`config.mk`:
```
export PLATFORM = sky130hd
export DESIGN_NAME = smp_pin_config
export DESIGN_NICKNAME = d
export VERILOG_FILES = /design/src/core/smp_pkg.sv /design/src/core/smp_rdy_if.sv /design/src/core/smp_wake_timer.sv /design/src/core/smp_ready_cond.sv /design/src/core/smp_pin_config.sv
export SDC_FILE = /design/constraint.sdc
export NUM_CORES = 1
export LEC_CHECK = 0
export BUFFER_PORTS_ARGS = -buffer_cell sky130_fd_sc_hd__buf_2
export CAP_MARGIN = 30
export CORE_MARGIN = 4
export CORE_UTILIZATION = 45
export DETAILED_ROUTE_END_ITERATION = 8
export HOLD_SLACK_MARGIN = 0.15
export PLACE_DENSITY_LB_ADDON = 0.12
export SYNTH_ARGS = -nofsm -noshare
export SYNTH_HDL_FRONTEND = slang
export SYNTH_SLANG_ARGS = --single-unit
```
`constraint.sdc`:
```
create_clock -name clk_sys -period 3.3 [get_ports clk_sys]
set_input_delay 0.165 -clock clk_sys [delete_from_list [all_inputs] [get_ports clk_sys]]
set_output_delay 0.165 -clock clk_sys [all_outputs]
set_load 0.01 [all_outputs]
```
`src/core/smp_pkg.sv`:
```
// Shared constants and types for the static memory pin configuration block
package smp_pkg;

    // Clock and timing
    localparam int unsigned CLK_PERIOD_NS = 40;
    localparam int unsigned PD_PULSE_NS   = 200;
    localparam int unsigned PD_PULSE_CYC  =
        (PD_PULSE_NS + CLK_PERIOD_NS - 1) / CLK_PERIOD_NS;

    // APB register byte offsets
    localparam logic [7:0] OFS_WAKE     = 8'h00;
    localparam logic [7:0] OFS_SMCON    = 8'h04;
    localparam logic [7:0] OFS_ADDRPIN  = 8'h08;
    localparam logic [7:0] OFS_CTRLPIN  = 8'h0C;
    localparam logic [7:0] OFS_STATUS   = 8'h10;
    localparam logic [7:0] OFS_ACCCFG   = 8'h14;

    // Implemented bits of each writable register
    localparam logic [31:0] MASK_WAKE    = 32'h0000_0FFF;
    localparam logic [31:0] MASK_SMCON   = 32'h0000_FF81;
    localparam logic [31:0] MASK_ADDRPIN = 32'h80FF_FFFF;
    localparam logic [31:0] MASK_CTRLPIN = 32'h7703_33F3;
    localparam logic [31:0] MASK_ACCCFG  = 32'h0000_01FF;

    // Reset values
    localparam logic [31:0] RST_WAKE     = 32'h0000_00C8;
    localparam logic [31:0] RST_SMCON    = 32'h0000_0200;
    localparam logic [31:0] RST_ZERO     = 32'h0000_0000;

    // Field positions
    localparam int unsigned FLASH_POWERDOWN_CTL_BIT    = 0;
    localparam int unsigned W0_LSB      = 7;
    localparam int unsigned W1_LSB      = 10;
    localparam int unsigned W2_LSB      = 13;
    localparam int unsigned PINEN_BIT   = 31;
    localparam int unsigned RDYINV_LSB  = 28;
    localparam int unsigned RDYEN_LSB   = 24;
    localparam int unsigned RDYLVL_BIT  = 17;
    localparam int unsigned RPEN_BIT    = 16;
    localparam int unsigned WEEN_BIT    = 13;
    localparam int unsigned OEEN_BIT    = 12;
    localparam int unsigned BSEN_LSB    = 8;
    localparam int unsigned CSEN_LSB    = 4;
    localparam int unsigned DEN_LSB     = 0;
    localparam int unsigned ALT_BIT     = 8;
    localparam int unsigned STS_RDY_LSB = 4;

    // Data width codes
    localparam logic [2:0] WIDTH_8BIT  = 3'h4;
    localparam logic [2:0] WIDTH_16BIT = 3'h0;

    typedef enum logic [3:0] {
        PS_FORCE = 4'h1,
        PS_WAKE  = 4'h2,
        PS_RUN   = 4'h4,
        PS_OFF   = 4'h8
    } smp_pd_type;

endpackage : smp_pkg

```
`src/core/smp_rdy_if.sv`:
```
// Ready pin conditioning signals between the main block and the conditioner
`timescale 1ns/1ps
interface smp_rdy_if;
    logic [2:0] rawPin;
    logic [2:0] invert;
    logic [2:0] enable;
    logic       levelSense;
    logic [2:0] readyHit;
    modport main (output rawPin, output invert, output enable,
                  output levelSense, input readyHit);
    modport cond (input rawPin, input invert, input enable,
                  input levelSense, output readyHit);
endinterface : smp_rdy_if

```
`src/core/smp_wake_timer.sv`:
```
// Down counter that times the flash wake-up delay
`timescale 1ns/1ps
module smp_wake_timer
    import smp_pkg::*;
(
    input  wire logic        clk_sys,
    input  wire logic        rst_n,
    input  wire logic        load,
    input  wire logic [11:0] loadVal,
    output logic             busy
);
    typedef struct packed {
        logic [11:0] cnt;
    } smp_wt_type;

    smp_wt_type q;
    smp_wt_type d;

    always_comb begin
        d = q;
        if (load) begin
            d.cnt = loadVal;
        end else if (q.cnt != 12'h000) begin
            d.cnt = q.cnt - 12'h001;
        end
    end

    always_ff @(posedge clk_sys) begin
        if (!rst_n) begin
            q <= '0;
        end else begin
            q <= d;
        end
    end

    assign busy = (q.cnt != 12'h000);
endmodule : smp_wake_timer

```
`src/core/smp_ready_cond.sv`:
```
// Ready pin inversion and level or edge detection
`timescale 1ns/1ps
module smp_ready_cond
    import smp_pkg::*;
(
    input  wire logic clk_sys,
    input  wire logic rst_n,
    smp_rdy_if.cond   rdy
);
    typedef struct packed {
        logic [2:0] prev;
    } smp_rc_type;

    smp_rc_type q;
    smp_rc_type d;
    logic [2:0] seen;

    genvar i;
    generate
        for (i = 0; i < 3; i++) begin : g_pin
            assign seen[i] = rdy.rawPin[i] ^ rdy.invert[i];
            // Edge mode catches only the rising side of the corrected pin
            assign rdy.readyHit[i] = rdy.enable[i] &
                (rdy.levelSense ? seen[i]
                                : (seen[i] & ~q.prev[i]));
        end
    endgenerate

    always_comb begin
        d = q;
        d.prev = seen;
    end

    always_ff @(posedge clk_sys) begin
        if (!rst_n) begin
            q <= '0;
        end else begin
            q <= d;
        end
    end
endmodule : smp_ready_cond

```
`src/core/smp_pin_config.sv`:
```
// Static memory pin configuration: registers, flash power-down, pin owners
//
// The APB slave port and the register addresses were decided locally.
`timescale 1ns/1ps
module smp_pin_config
    import smp_pkg::*;
(
    input  wire logic        clk_sys,
    input  wire logic        rst_n,
    input  wire logic        psel,
    input  wire logic        penable,
    input  wire logic        pwrite,
    input  wire logic [7:0]  paddr,
    input  wire logic [31:0] pwdata,
    output logic [31:0]      prdata,
    output logic             pready,
    output logic             pslverr,
    input  wire logic        accReq,
    input  wire logic [1:0]  accCs,
    output logic             accGrant,
    output logic             accWide8,
    output logic [1:0]       accSet,
    output logic             flashPowerdownN,
    input  wire logic [2:0]  readyInput,
    output logic [2:0]       readyHit,
    output logic [23:0]      addrPinOwn,
    output logic [1:0]       dataPinOwn,
    output logic [3:0]       csPinOwn,
    output logic [1:0]       bsPinOwn,
    output logic             oePinOwn,
    output logic             wePinOwn,
    output logic             rpPinOwn,
    output logic [2:0]       readyPinOwn
);
    typedef struct packed {
        smp_pd_type  pd;
        logic [3:0]  pulseCnt;
        logic [31:0] wake;
        logic [31:0] smcon;
        logic [31:0] addrPin;
        logic [31:0] ctrlPin;
        logic [31:0] accCfg;
        logic [31:0] prdata;
        logic        pready;
        logic        pslverr;
        logic        grant;
        logic        wide8;
        logic [1:0]  set;
        logic        pdN;
        logic [2:0]  readyHit;
        logic [23:0] addrOwn;
        logic [1:0]  dataOwn;
        logic [3:0]  csOwn;
        logic [1:0]  bsOwn;
        logic        oeOwn;
        logic        weOwn;
        logic        rpOwn;
        logic [2:0]  rdyOwn;
    } smp_state_type;

    smp_state_type q;
    smp_state_type d;

    logic        access;
    logic        hit;
    logic        wrEn;
    logic [31:0] rdata;
    logic        wakeLoad;
    logic        wakeBusy;
    logic        pinsOn;
    logic [1:0]  selSet;
    logic [2:0]  selWidth;

    smp_rdy_if rdyBus ();

    smp_wake_timer u_wake (
        .clk_sys (clk_sys),
        .rst_n   (rst_n),
        .load    (wakeLoad),
        .loadVal (q.wake[11:0]),
        .busy    (wakeBusy)
    );

    smp_ready_cond u_rdy (
        .clk_sys (clk_sys),
        .rst_n   (rst_n),
        .rdy     (rdyBus.cond)
    );

    assign rdyBus.rawPin     = readyInput;
    assign rdyBus.invert     = q.ctrlPin[RDYINV_LSB +: 3];
    assign rdyBus.enable     = q.rdyOwn;
    assign rdyBus.levelSense = q.ctrlPin[RDYLVL_BIT];

    // Register read decode; reserved bits are masked here on read as well as at write time
    always_comb begin
        hit   = 1'b1;
        rdata = RST_ZERO;
        if (paddr == OFS_WAKE) begin
            rdata = q.wake & MASK_WAKE;
        end else if (paddr == OFS_SMCON) begin
            rdata = q.smcon & MASK_SMCON;
        end else if (paddr == OFS_ADDRPIN) begin
            rdata = q.addrPin & MASK_ADDRPIN;
        end else if (paddr == OFS_CTRLPIN) begin
            rdata = q.ctrlPin & MASK_CTRLPIN;
        end else if (paddr == OFS_STATUS) begin
            rdata = {25'h000_0000, q.readyHit, wakeBusy,
                     (q.pd == PS_FORCE), q.pdN, (q.pd == PS_RUN)};
        end else if (paddr == OFS_ACCCFG) begin
            rdata = q.accCfg & MASK_ACCCFG;
        end else begin
            hit = 1'b0;
        end
    end

    assign access = psel & penable;
    assign wrEn   = access & q.pready & pwrite & hit;

    always_comb begin
        d         = q;
        wakeLoad  = 1'b0;
        selSet    = 2'h0;
        selWidth  = WIDTH_16BIT;
        d.pready  = 1'b0;
        d.pslverr = 1'b0;
        d.grant   = 1'b0;

        // One wait state so that read data comes from a flip-flop
        if (access & ~q.pready) begin
            d.pready  = 1'b1;
            d.pslverr = ~hit;
            d.prdata  = pwrite ? RST_ZERO : rdata;
        end

        if (wrEn) begin
            if (paddr == OFS_WAKE) begin
                d.wake = pwdata & MASK_WAKE;
            end else if (paddr == OFS_SMCON) begin
                d.smcon = pwdata & MASK_SMCON;
            end else if (paddr == OFS_ADDRPIN) begin
                d.addrPin = pwdata & MASK_ADDRPIN;
            end else if (paddr == OFS_CTRLPIN) begin
                d.ctrlPin = pwdata & MASK_CTRLPIN;
            end else if (paddr == OFS_ACCCFG) begin
                d.accCfg = pwdata & MASK_ACCCFG;
            end
        end

        // Power-down sequencer; the hardware set wins over a software clear
        case (q.pd)
            PS_FORCE: begin
                d.smcon[FLASH_POWERDOWN_CTL_BIT] = 1'b0;
                if (q.pulseCnt <= 4'h1) begin
                    d.smcon[FLASH_POWERDOWN_CTL_BIT] = 1'b1;
                    wakeLoad = 1'b1;
                    d.pd = PS_WAKE;
                end else begin
                    d.pulseCnt = q.pulseCnt - 4'h1;
                end
            end
            PS_WAKE: begin
                if (!d.smcon[FLASH_POWERDOWN_CTL_BIT]) begin
                    d.pd = PS_OFF;
                end else if (!wakeBusy) begin
                    d.pd = PS_RUN;
                end
            end
            PS_RUN: begin
                if (!d.smcon[FLASH_POWERDOWN_CTL_BIT]) begin
                    d.pd = PS_OFF;
                end
            end
            PS_OFF: begin
                // Leaving power-down is a flash reset, so the delay reruns
                if (d.smcon[FLASH_POWERDOWN_CTL_BIT]) begin
                    wakeLoad = 1'b1;
                    d.pd = PS_WAKE;
                end
            end
            default: begin
                d.pd = PS_FORCE;
            end
        endcase
        d.pdN = d.smcon[FLASH_POWERDOWN_CTL_BIT];

        // Set 3 is reserved and falls back to set 0
        selSet = d.accCfg[{accCs, 1'b0} +: 2];
        if (selSet == 2'h1) begin
            selWidth = d.smcon[W1_LSB +: 3];
        end else if (selSet == 2'h2) begin
            selWidth = d.smcon[W2_LSB +: 3];
        end else begin
            selSet   = 2'h0;
            selWidth = d.smcon[W0_LSB +: 3];
        end
        if (accReq & (q.pd == PS_RUN) & (d.pd == PS_RUN) & ~q.grant) begin
            d.grant = 1'b1;
            d.set   = selSet;
            d.wide8 = (selWidth == WIDTH_8BIT);
        end

        d.readyHit = rdyBus.readyHit;

        // Pin ownership
        pinsOn    = d.addrPin[PINEN_BIT] & ~d.accCfg[ALT_BIT];
        d.addrOwn = pinsOn ? d.addrPin[23:0] : 24'h00_0000;
        d.dataOwn = pinsOn ? d.ctrlPin[DEN_LSB +: 2] : 2'h0;
        d.csOwn   = pinsOn ? d.ctrlPin[CSEN_LSB +: 4] : 4'h0;
        d.bsOwn   = pinsOn ? d.ctrlPin[BSEN_LSB +: 2] : 2'h0;
        d.oeOwn   = pinsOn & d.ctrlPin[OEEN_BIT];
        d.weOwn   = pinsOn & d.ctrlPin[WEEN_BIT];
        d.rpOwn   = pinsOn & d.ctrlPin[RPEN_BIT];
        d.rdyOwn  = pinsOn ? d.ctrlPin[RDYEN_LSB +: 3] : 3'h0;
    end

    always_ff @(posedge clk_sys) begin
        if (!rst_n) begin
            q          <= '0;
            q.pd       <= PS_FORCE;
            q.pulseCnt <= 4'(PD_PULSE_CYC);
            q.wake     <= RST_WAKE;
            q.smcon    <= RST_SMCON;
        end else begin
            q <= d;
        end
    end

    assign prdata          = q.prdata;
    assign pready          = q.pready;
    assign pslverr         = q.pslverr;
    assign accGrant        = q.grant;
    assign accWide8        = q.wide8;
    assign accSet          = q.set;
    assign flashPowerdownN = q.pdN;
    assign readyHit        = q.readyHit;
    assign addrPinOwn      = q.addrOwn;
    assign dataPinOwn      = q.dataOwn;
    assign csPinOwn        = q.csOwn;
    assign bsPinOwn        = q.bsOwn;
    assign oePinOwn        = q.oeOwn;
    assign wePinOwn        = q.weOwn;
    assign rpPinOwn        = q.rpOwn;
    assign readyPinOwn     = q.rdyOwn;
endmodule : smp_pin_config

```
-- Yosys cells after proc, flatten, opt, wreduce, memory -nomap -nowiden
Cells that the tools add are included.
- $add $sub $neg: 2
- magnitude comparators: 1
- equal/unequal tests: 13
- shifts and indexed selects: 1
- muxes and demuxes: 43
- bitwise gates (word level): 32
- reduce and logical (&&, ||, !) cells: 8
- operators by type and width (kind ; number):
    $mux W112 ; 2
    $mux W32 ; 7
    $mux W96 ; 1
    $mux W63 ; 1
    $mux W31 ; 2
    $shiftx A32 B4 Y2 ; 1
    $mux W12 ; 2
    $mux W4 ; 6
    $and A1 B1 Y1 ; 18
    $mux W9 ; 2
    $eq A8 B4 Y1 const B ; 2
    $eq A8 B5 Y1 const B ; 2
    $mux W16 ; 1
    $pmux W4 S4 ; 1
    $mux W1 ; 12
    $reduce_bool A12 Y1 ; 1
    $sub A12 B1 Y12 const B ; 1
    $not A1 Y1 ; 11
    $eq A4 B3 Y1 const B ; 2
    $eq A8 B3 Y1 const B ; 1
    $logic_not A8 Y1 ; 1
    $reduce_and A2 Y1 ; 4
    $mux W2 ; 3
    $mux W3 ; 2
    12 further kinds ; 14
- register bits: 200
- bits of input ports: 51
- output and inout port bits: 80
- word-level logic and storage cells: 126

-- Logic depth before layout (Yosys ltp)
Gate-level depths: netlist of run 1.
- depth after elaboration: 15
- depth in mapped cells: 11

-- Hierarchy
A second synthesis of run 1 with hierarchy kept.
- cells, all modules: 858
- area, all modules: 7818.7 um^2
- modules (own cells, without submodules) (module ; times used ; cells each ; area each (um^2) ; sequential area each (um^2)):
    smp_pin_config ; 1 ; 760 ; 6961.7 ; 3203.1
    smp_wake_timer ; 1 ; 83 ; 710.7 ; 240.2
    smp_ready_cond ; 1 ; 15 ; 146.4 ; 60.1

-- Least setup slack after synthesis of run 1
OpenSTA, ideal clock, no wires.
- path kind: input to register
- start point: input paddr[7]
- end point: register q (netlist bit accWide8)
- setup time: 0.118 ns
- arrival: 2.301 ns
- required time: 3.182 ns
- path slack: 0.882 ns
- cell stages on the path: 9
- path through: or4_1 buf_2 nor4_4 buf_4 a211oi_1 nor4_2 nor4b_1 o21ai_0 o2111a_1
- word-level cells in the longest chain between the ends: 14
- elaborated cells on any way between the ends: 33
- RTL lines (what ; line ; source):
    start, declared ; smp_pin_config.sv:13 ; input wire logic [7:0] paddr,
    $eq A8 B5 Y1 ; smp_pin_config.sv:110, smp_pin_config.sv:145 ;
    $mux W1 ; smp_pin_config.sv:110 ; end else if (paddr == OFS_ACCCFG) begin
    $mux W1 ; smp_pin_config.sv:107 ; end else if (paddr == OFS_STATUS) begin
    $mux W1 ; smp_pin_config.sv:105 ; end else if (paddr == OFS_CTRLPIN) begin
    $mux W1 ; smp_pin_config.sv:103 ; end else if (paddr == OFS_ADDRPIN) begin
    $mux W1 ; smp_pin_config.sv:101 ; end else if (paddr == OFS_SMCON) begin
    $mux W1 ; smp_pin_config.sv:99 ; if (paddr == OFS_WAKE) begin
    $and A1 B1 Y1 ; smp_pin_config.sv:118 ; assign wrEn = access & q.pready & pwrite & hit;
    $mux W112 * ; smp_pin_config.sv:136 ; if (wrEn) begin
    $shiftx A32 B4 Y2 (tied with other cells) ; smp_pin_config.sv:188 ; selSet = d.accCfg[{accCs, 1'b0} +: 2];
    $eq A2 B2 Y1 / $pmux W4 S4 (equally long branches) ; smp_pin_config.sv:191, smp_pin_config.sv:151 ;
    $mux W3 / $eq A4 B3 Y1 (equally long branches) ; smp_pin_config.sv:191, smp_pin_config.sv:197 ;
    $mux W3 / $and A1 B1 Y1 (equally long branches) ; smp_pin_config.sv:189, smp_pin_config.sv:197 ;
    $eq A3 B3 Y1 / $and A1 B1 Y1 (equally long branches) ; smp_pin_config.sv:200, smp_pin_config.sv:197 ;
    end, declared ; smp_pin_config.sv:61 ; smp_state_type q;
Every way passes the cells marked *; elsewhere a longest branch is shown, timed or not.
A chain may end at the register's enable or synchronous reset.

-- Worst setup path in the final report of run 1
- start point: register q (netlist bit pready)
- end point: register q (netlist bit accWide8)
- word-level cells in the longest chain between the ends: 9
- elaborated cells on any way between the ends: 17
- RTL lines (what ; line):
    $and A1 B1 Y1 * (3 in series) ; smp_pin_config.sv:118
    $mux W112 * ; smp_pin_config.sv:136
    $shiftx A32 B4 Y2 (tied with other cells) ; smp_pin_config.sv:188
    $eq A2 B2 Y1 / $pmux W4 S4 (equally long branches) ; smp_pin_config.sv:191, smp_pin_config.sv:151
    $mux W3 / $eq A4 B3 Y1 (equally long branches) ; smp_pin_config.sv:191, smp_pin_config.sv:197
    $mux W3 / $and A1 B1 Y1 (equally long branches) ; smp_pin_config.sv:189, smp_pin_config.sv:197
    $eq A3 B3 Y1 / $and A1 B1 Y1 (equally long branches) ; smp_pin_config.sv:200, smp_pin_config.sv:197
Marked as above.

==> results of run 1 <==
## layout make-up
type	instances	area [um2]	area share [%]
Multi-Input combinational cell	538	3230	36.8
Clock buffer	20	457	5.20
Timing Repair Buffer	189	1200	13.6
Clock inverter	12	86.3	0.983
Tap cell	220	275	3.13
Sequential cell	175	3500	39.9
Inverter	8	32.5	0.370
## registers in the layout, summed over array words and instances, names as in the netlist, 2 cells and up
name / flops
addrPinOwn: 24
bsPinOwn: 2
prdata: 31
u_wake.q: 12
dataPinOwn: 2
u_rdy.q: 3
readyHit: 3
csPinOwn: 4
accSet: 2
q: 82
readyPinOwn: 3
## cell usage in the layout (no fill, tap or decap), types with 5 or more instances in the layout
master | netlist | layout
dfxtp_1 | 175 | 175
buf_2 | 5 | 128
nor2_1 | 113 | 113
nand2_1 | 78 | 78
nor3_1 | 49 | 48
a21oi_1 | 47 | 47
mux2i_1 | 46 | 46
dlygate4sd3_1 | 0 | 34
a22oi_1 | 30 | 30
buf_4 | 79 | 26
o21ai_0 | 22 | 22
clkbuf_16 | 0 | 17
nand3_1 | 13 | 13
a211oi_1 | 12 | 12
nand2b_1 | 11 | 11
xnor2_1 | 10 | 10
nor4b_1 | 9 | 9
o22ai_1 | 8 | 8
inv_1 | 8 | 7
nand4_1 | 7 | 7
and2_1 | 6 | 6
nor4_1 | 5 | 5
nor2b_1 | 5 | 5
## path summary, 6_finish.rpt
check / slack (ps) / from / endpoint / depth (start not counted)
setup reg to reg: 610 / pready / accWide8 / 8
setup / recovery: 610 / pready / accWide8 / 8
hold / removal: 180 / paddr[4] / pslverr / 3
hold reg to reg: 470 / prdata[16] / prdata[16] / 2
## layer usage
| metal | vias to the layer above | part of all wire [%] | global-route usage (%) |
|---|---|---|---|
| met4 | 2 | 1.1 | 5.38 |
| met2 | 148 | 48 | 35.7 |
| met1 | 2889 | 44 | 26.9 |
| met5 | - | 0.065 | 0 |
| met3 | 23 | 6.8 | 6.68 |
| li1 | 3052 | - | - |
## through the flow
step | util [%] | hold slack (ps) | total power [W] | std cells | area (um2)
2_1_floorplan | - | 287 | 0.00295 | 846 | 7600
3_3_place_gp | 47.6 | 400 | 0.00316 | 1096 | 7900
3_5_place_dp | 47.6 | 410 | 0.00320 | 1096 | 7900
4_1_cts | 53.0 | 169 | 0.00508 | 1162 | 8780
5_1_grt | 53.0 | 209 | 0.00527 | 1162 | 8780
6_report | 53.0 | 177 | 0.00504 | 1162 | 8780
## critical path, stage by stage, from the launching register on
cell and delay (ps):
dfxtp_1 360, nand4_1 320, buf_4 300, o41a_1 390
a2111oi_1 460, nor4_2 170, nor4b_1 300, o21ai_0 110
o2111a_1 160
## cells by family after synthesis
logic type	after synthesis	share of synthesized area (%)
fa+ha+maj	3	0.494
simple gates	324	20.5
compound gates	147	13.1
xor+xnor	14	1.61
flops	175	46.1
mux	49	6.65
buf+inv	133	11.4
other cells	1	0.0493
## what timing repair did
action / 4_1_cts / 5_1_grt
hold buffers: 34 / 0
hold endpoints to repair: 85 / 0
setup buffers: 0 / 0
## power by group
part           switching (W)  leakage [nW]  internal, W
registers          0.0000949          1.41      0.00221
logic               0.000509          1.95     0.000368
clock network       0.000850         0.263      0.00100
total                0.00145          3.62      0.00359
==> results.md, run 1 <==
- Initial Util: 45.8%
- Final setup TNS: 0 ps
- Fmax: 372 MHz
- Hold Crit Class: primary input to flip-flop
- Die Ht: around 140 um
- Final Worst Setup Slack: 610 ps
- Async SR Flop Fraction: 0%
- Ant diodes: 0
- GR Util All Layers: 21.4%
- Status: finished clean
- Total vias in the final route: 6114
- Detail Route Antenna Nets: 0
- Max cap viols: 0
- Top_reg_cell synth: dfxtp_1
- CTS tree: done
- Worst slack at placement: 443 ps
- Count of pins over their slew limit: 0
- I/O Pins: between 100 and 150
- Post-cts resize count: 0
- Drt initial violations: between 300 and 400
- Share of cells above drive strength 1: 22.1%
- Clk root buf: clkbuf_16
- Final net count: 983
- CP Max Fanout: 8
- Worst EP required: about 3600 ps
- Top-area cell type share of the netlist area: 46.1%
- Post-synthesis register bit count: 175
- Clock transition at path regs: approximately 70 ps
- Rows: 47
- GR Overflow Total: 0
- Setup crit end kind: flip-flop
- Final setup fails: 0
- Syn avg cell area: 8.98 um2
- Max IR drop VDD: 0.366 mV
- Area Growth Syn to Fin: 15.6%
- Layout filler cell count: approximately 1.6k
- Initial antenna violation count: 1
- WL per Instance: 17.1 um
- Worst-skew pair later-pin latency: 430 ps
- Pwr/cell area: 574 mW/mm2
- First-pass GRT wire length: 31500 um
- Max Root-Sink Buffers: 2
- Leak: 3.62 nW
- H-tree depth: 4
- Fin. Hold Viols: 0
- Routability cong.: 0.871
- YS warnings: 0
- Measured slew at the worst slew-check pin: 892 ps
- Pin count of the biggest net entering global routing: 87
- Crit path arrival time: ~3000 ps
- Post-synthesis sequential area ratio: between 40% and 50%
- Port bufs: 128
- Min cycle time layout: 2690 ps
- Die W: 138 um
- Count leader, synth: dfxtp_1
- Dpl hpwl: 14300 um
- Startpoint Class: flip-flop
- RSZ-0062 raised after global routing: no
- Setup Skew: 6.91 ps
- Synth Net Count: 900
- Netlist Area Pre-Place: 0.00760 mm2
- DRT Pass-1 Iters: 5
- Synth unique cells: 59
- Vias in the first global route: 6036
- Slew headroom: 40.5%
- DRC viols: 0
- Total core area: 0.0166 mm2
- Synth area leader: dfxtp_1
- Number of CTS-inserted buffers: 17
- Period utilization: 81.5%
- Clock Sinks: 175
- Top post-synthesis cells by area: dfxtp_1 (46%), buf_4 (7.8%), mux2i_1 (6.1%), nor2_1 (5.6%), nand2_1 (3.9%)
- List of most frequent post-synthesis cells: dfxtp_1 (175), nor2_1 (113), buf_4 (79), nand2_1 (78), nor3_1 (49)
- Die Area: 0.0190 mm2
- Mapped Cells: 846
- EDFF count, synth: 0
- Via density: about 5.3
- Routed wire length: 19900 um
- Critical path type: flip-flop to flip-flop
Note: power is estimated with default switching activity, not from simulation.
==> inputs of run 2 (changes only) <==
- clock period: 3.3 -> 2.5 ns (I/O delays scaled with it)
==> run 2 against run 1 <==
  * Non-clock buffer count up 35
  * Critical endpoint unchanged
  * Final area up 4.9%
  * Critical path depth up 1
  * Sequential share of layout area down 1.9 points
  * Final cell count up 2.9%
  * Critical path type unchanged
  * First-iteration DRC count down 20%
  * Worst setup slack worse by 490 ps
  * Via count up 4.3%
  * Clock-buffer cell count up 1
  * Sequential power up 32%
  * Utilization up 2.6 points
  * Register-to-register slack worse by 490 ps
==> results.md, run 2 (synthesis results as in run 1) <==
- GR Util All Layers: roughly 23%
- Startpoint Class: flip-flop
- Status: finished clean
- Vias in the first global route: 6376
- Initial Util: between 40% and 50%
- Psw: 0.00201 W
- Initial antenna violation count: 1
- Hold Crit Class: primary input to flip-flop
- Worst path cell trace: nand4_1, buf_12, buf_4, o41a_2, a211oi_1, nor4_4, nor4b_4, o21ai_1, o2111a_1
- Fin. Hold Viols: 0
- Commonest non-fill, non-tap cell in the layout: dfxtp_1
- Max Root-Sink Buffers: 2
- WL per Instance: 17.9 um
- Worst path top cell family by delay: compound AO/OA/AOI/OAI gates
- Combinational share of power: 18.7%
- Most frequent cells in the layout: dfxtp_1 (174), buf_2 (128), nor2_1 (113)
- Total core area: ~0.017 mm2
- I/O Pins: 131
- Slowest cell on crit path: o41a_2
- CP Max Fanout: 8
- Max IR drop VDD: 0.450 mV
- Reg power frac: roughly 44%
- Max reg flops: 82
- Pint: about 0.0049 W
- Port bufs: 128
- H-tree depth: 4
- Period utilization: 95.2%
- Dpl cells: 1125
- Pin count of the biggest net entering global routing: 47
- Die Ht: roughly 140 um
- Core Util, Final: 55.6%
- Die W: 138 um
- Worst EP required: approximately 2800 ps
- Clock Power Share: 37.1%
- Total vias in the final route: 6376
- Dpl hpwl: around 16000 um
- Ant diodes: 0
- Leak: 3.87 nW
- DRC viols: 0
- Measured slew at the worst slew-check pin: 643 ps
- Clk root buf: clkbuf_16
- CTS tree: done
- Routability cong.: 0.854
- Post-Layout Cell Count: 1196
- Crit path arrival time: 2700 ps
- Count of pins over their slew limit: 0
- Largest Register: q
- Placed cell areas: a little over 0.008 mm2
- Slew headroom: 56.5%
- Fmax: 420 MHz
- DRT Pass-1 Iters: 5
- Share of cells above drive strength 1: 25.4%
- Drt initial violations: 285
- Area Growth Syn to Fin: 21.3%
- Setup Skew: 6.26 ps
- Number of CTS-inserted buffers: 17
- Pwr/cell area: 748 mW/mm2
- Critical path type: flip-flop to flip-flop
- Final net count: 1018
- Sw frac: 29.1%
- CP Buf/Inv Count: 2
- Max cap viols: 0
- Via density: 5.33
- Die Area: 0.0190 mm2
- Detail Route Antenna Nets: 0
- RSZ-0062 raised after global routing: yes
- Clock Sinks: 175
- First-pass GRT wire length: 33900 um
- Worst-skew pair later-pin latency: 430 ps
- Min cycle time layout: 2380 ps
- Routed wire length: roughly 21000 um
- Setup crit end kind: flip-flop
- Final setup fails: 0
- GR Overflow Total: 0
- Rows: 47
- Crit path largest cell delay: between 400 and 500 ps
- Finished Cell Area: 0.00922 mm2
- Clock transition at path regs: 70 ps
[run 2: cell types whose count changed in the layout (fill, tap and decap cells not counted), moves of 4 or more]
| cell | delta |
|---|---|
| buf_12 | +6 |
| clkinv_2 | -4 |
| inv_8 | +4 |
| buf_4 | +28 |
[run 2: routing by layer]
layer  vias to the layer above  global-route usage [%]  wire length, um
li1                       3125                       -                -
met1                      3055                    30.4             9650
met2                       171                    38.1            10200
met3                        23                    5.88             1280
met4                         2                    5.98              281
met5                         -                       0                9
[run 2: path summary, 6_finish.rpt]
check | from | end | slack [ps] | cells past startpoint
worst max register to register | pready | accWide8 | 120 | 9
worst min register to register | q[184] | q[184] | 470 | 2
worst max-delay path | pready | accWide8 | 120 | 9
worst min-delay path | rst_n | q[167] | 190 | 3
[run 2: power by group through the flow]
| stage | clock network, W | registers, W | logic, W |
|---|---|---|---|
| floorplan | 0 | 0.00308 | 0.000819 |
| global placement | 0 | 0.00310 | 0.00121 |
| detailed placement | 0 | 0.00311 | 0.00123 |
| CTS | 0.00260 | 0.00305 | 0.00128 |
| global route | 0.00273 | 0.00306 | 0.00144 |
| finish | 0.00256 | 0.00305 | 0.00129 |
[run 2: stage by stage]
stage | power (W) | setup slack, ps | setup TNS [ps] | hold slack (ps)
detailed placement | 0.00434 | -235 | -972 | 378
finish | 0.00689 | 120 | 0 | 191
CTS | 0.00693 | 16.6 | 0 | 176
global route | 0.00723 | -61.2 | -61.2 | 208
floorplan | 0.00390 | 122 | 0 | 247
global placement | 0.00431 | -172 | -473 | 362
[run 2: area by class of cell]
type,count,area (um2)
Sequential cell,175,3500
Multi-Input combinational cell,538,3300
Inverter,8,32.5
Tap cell,220,275
Clock inverter,10,96.3
Clock buffer,21,470
Timing Repair Buffer,224,1540
Fill cell,1543,7370
[run 2: timing repair]
item,4_1_cts,5_1_grt
hold buffers,34,0
resized for setup,1,13
setup endpoints to repair,1,4
endpoints found under the hold margin,100,0
pin swaps,0,3
setup buffers,0,6
gates cloned,0,0
[run 2: tightest hold or removal path: stages]
cell and delay, ps:
buf_2 130, inv_4 180, nor2_1 140
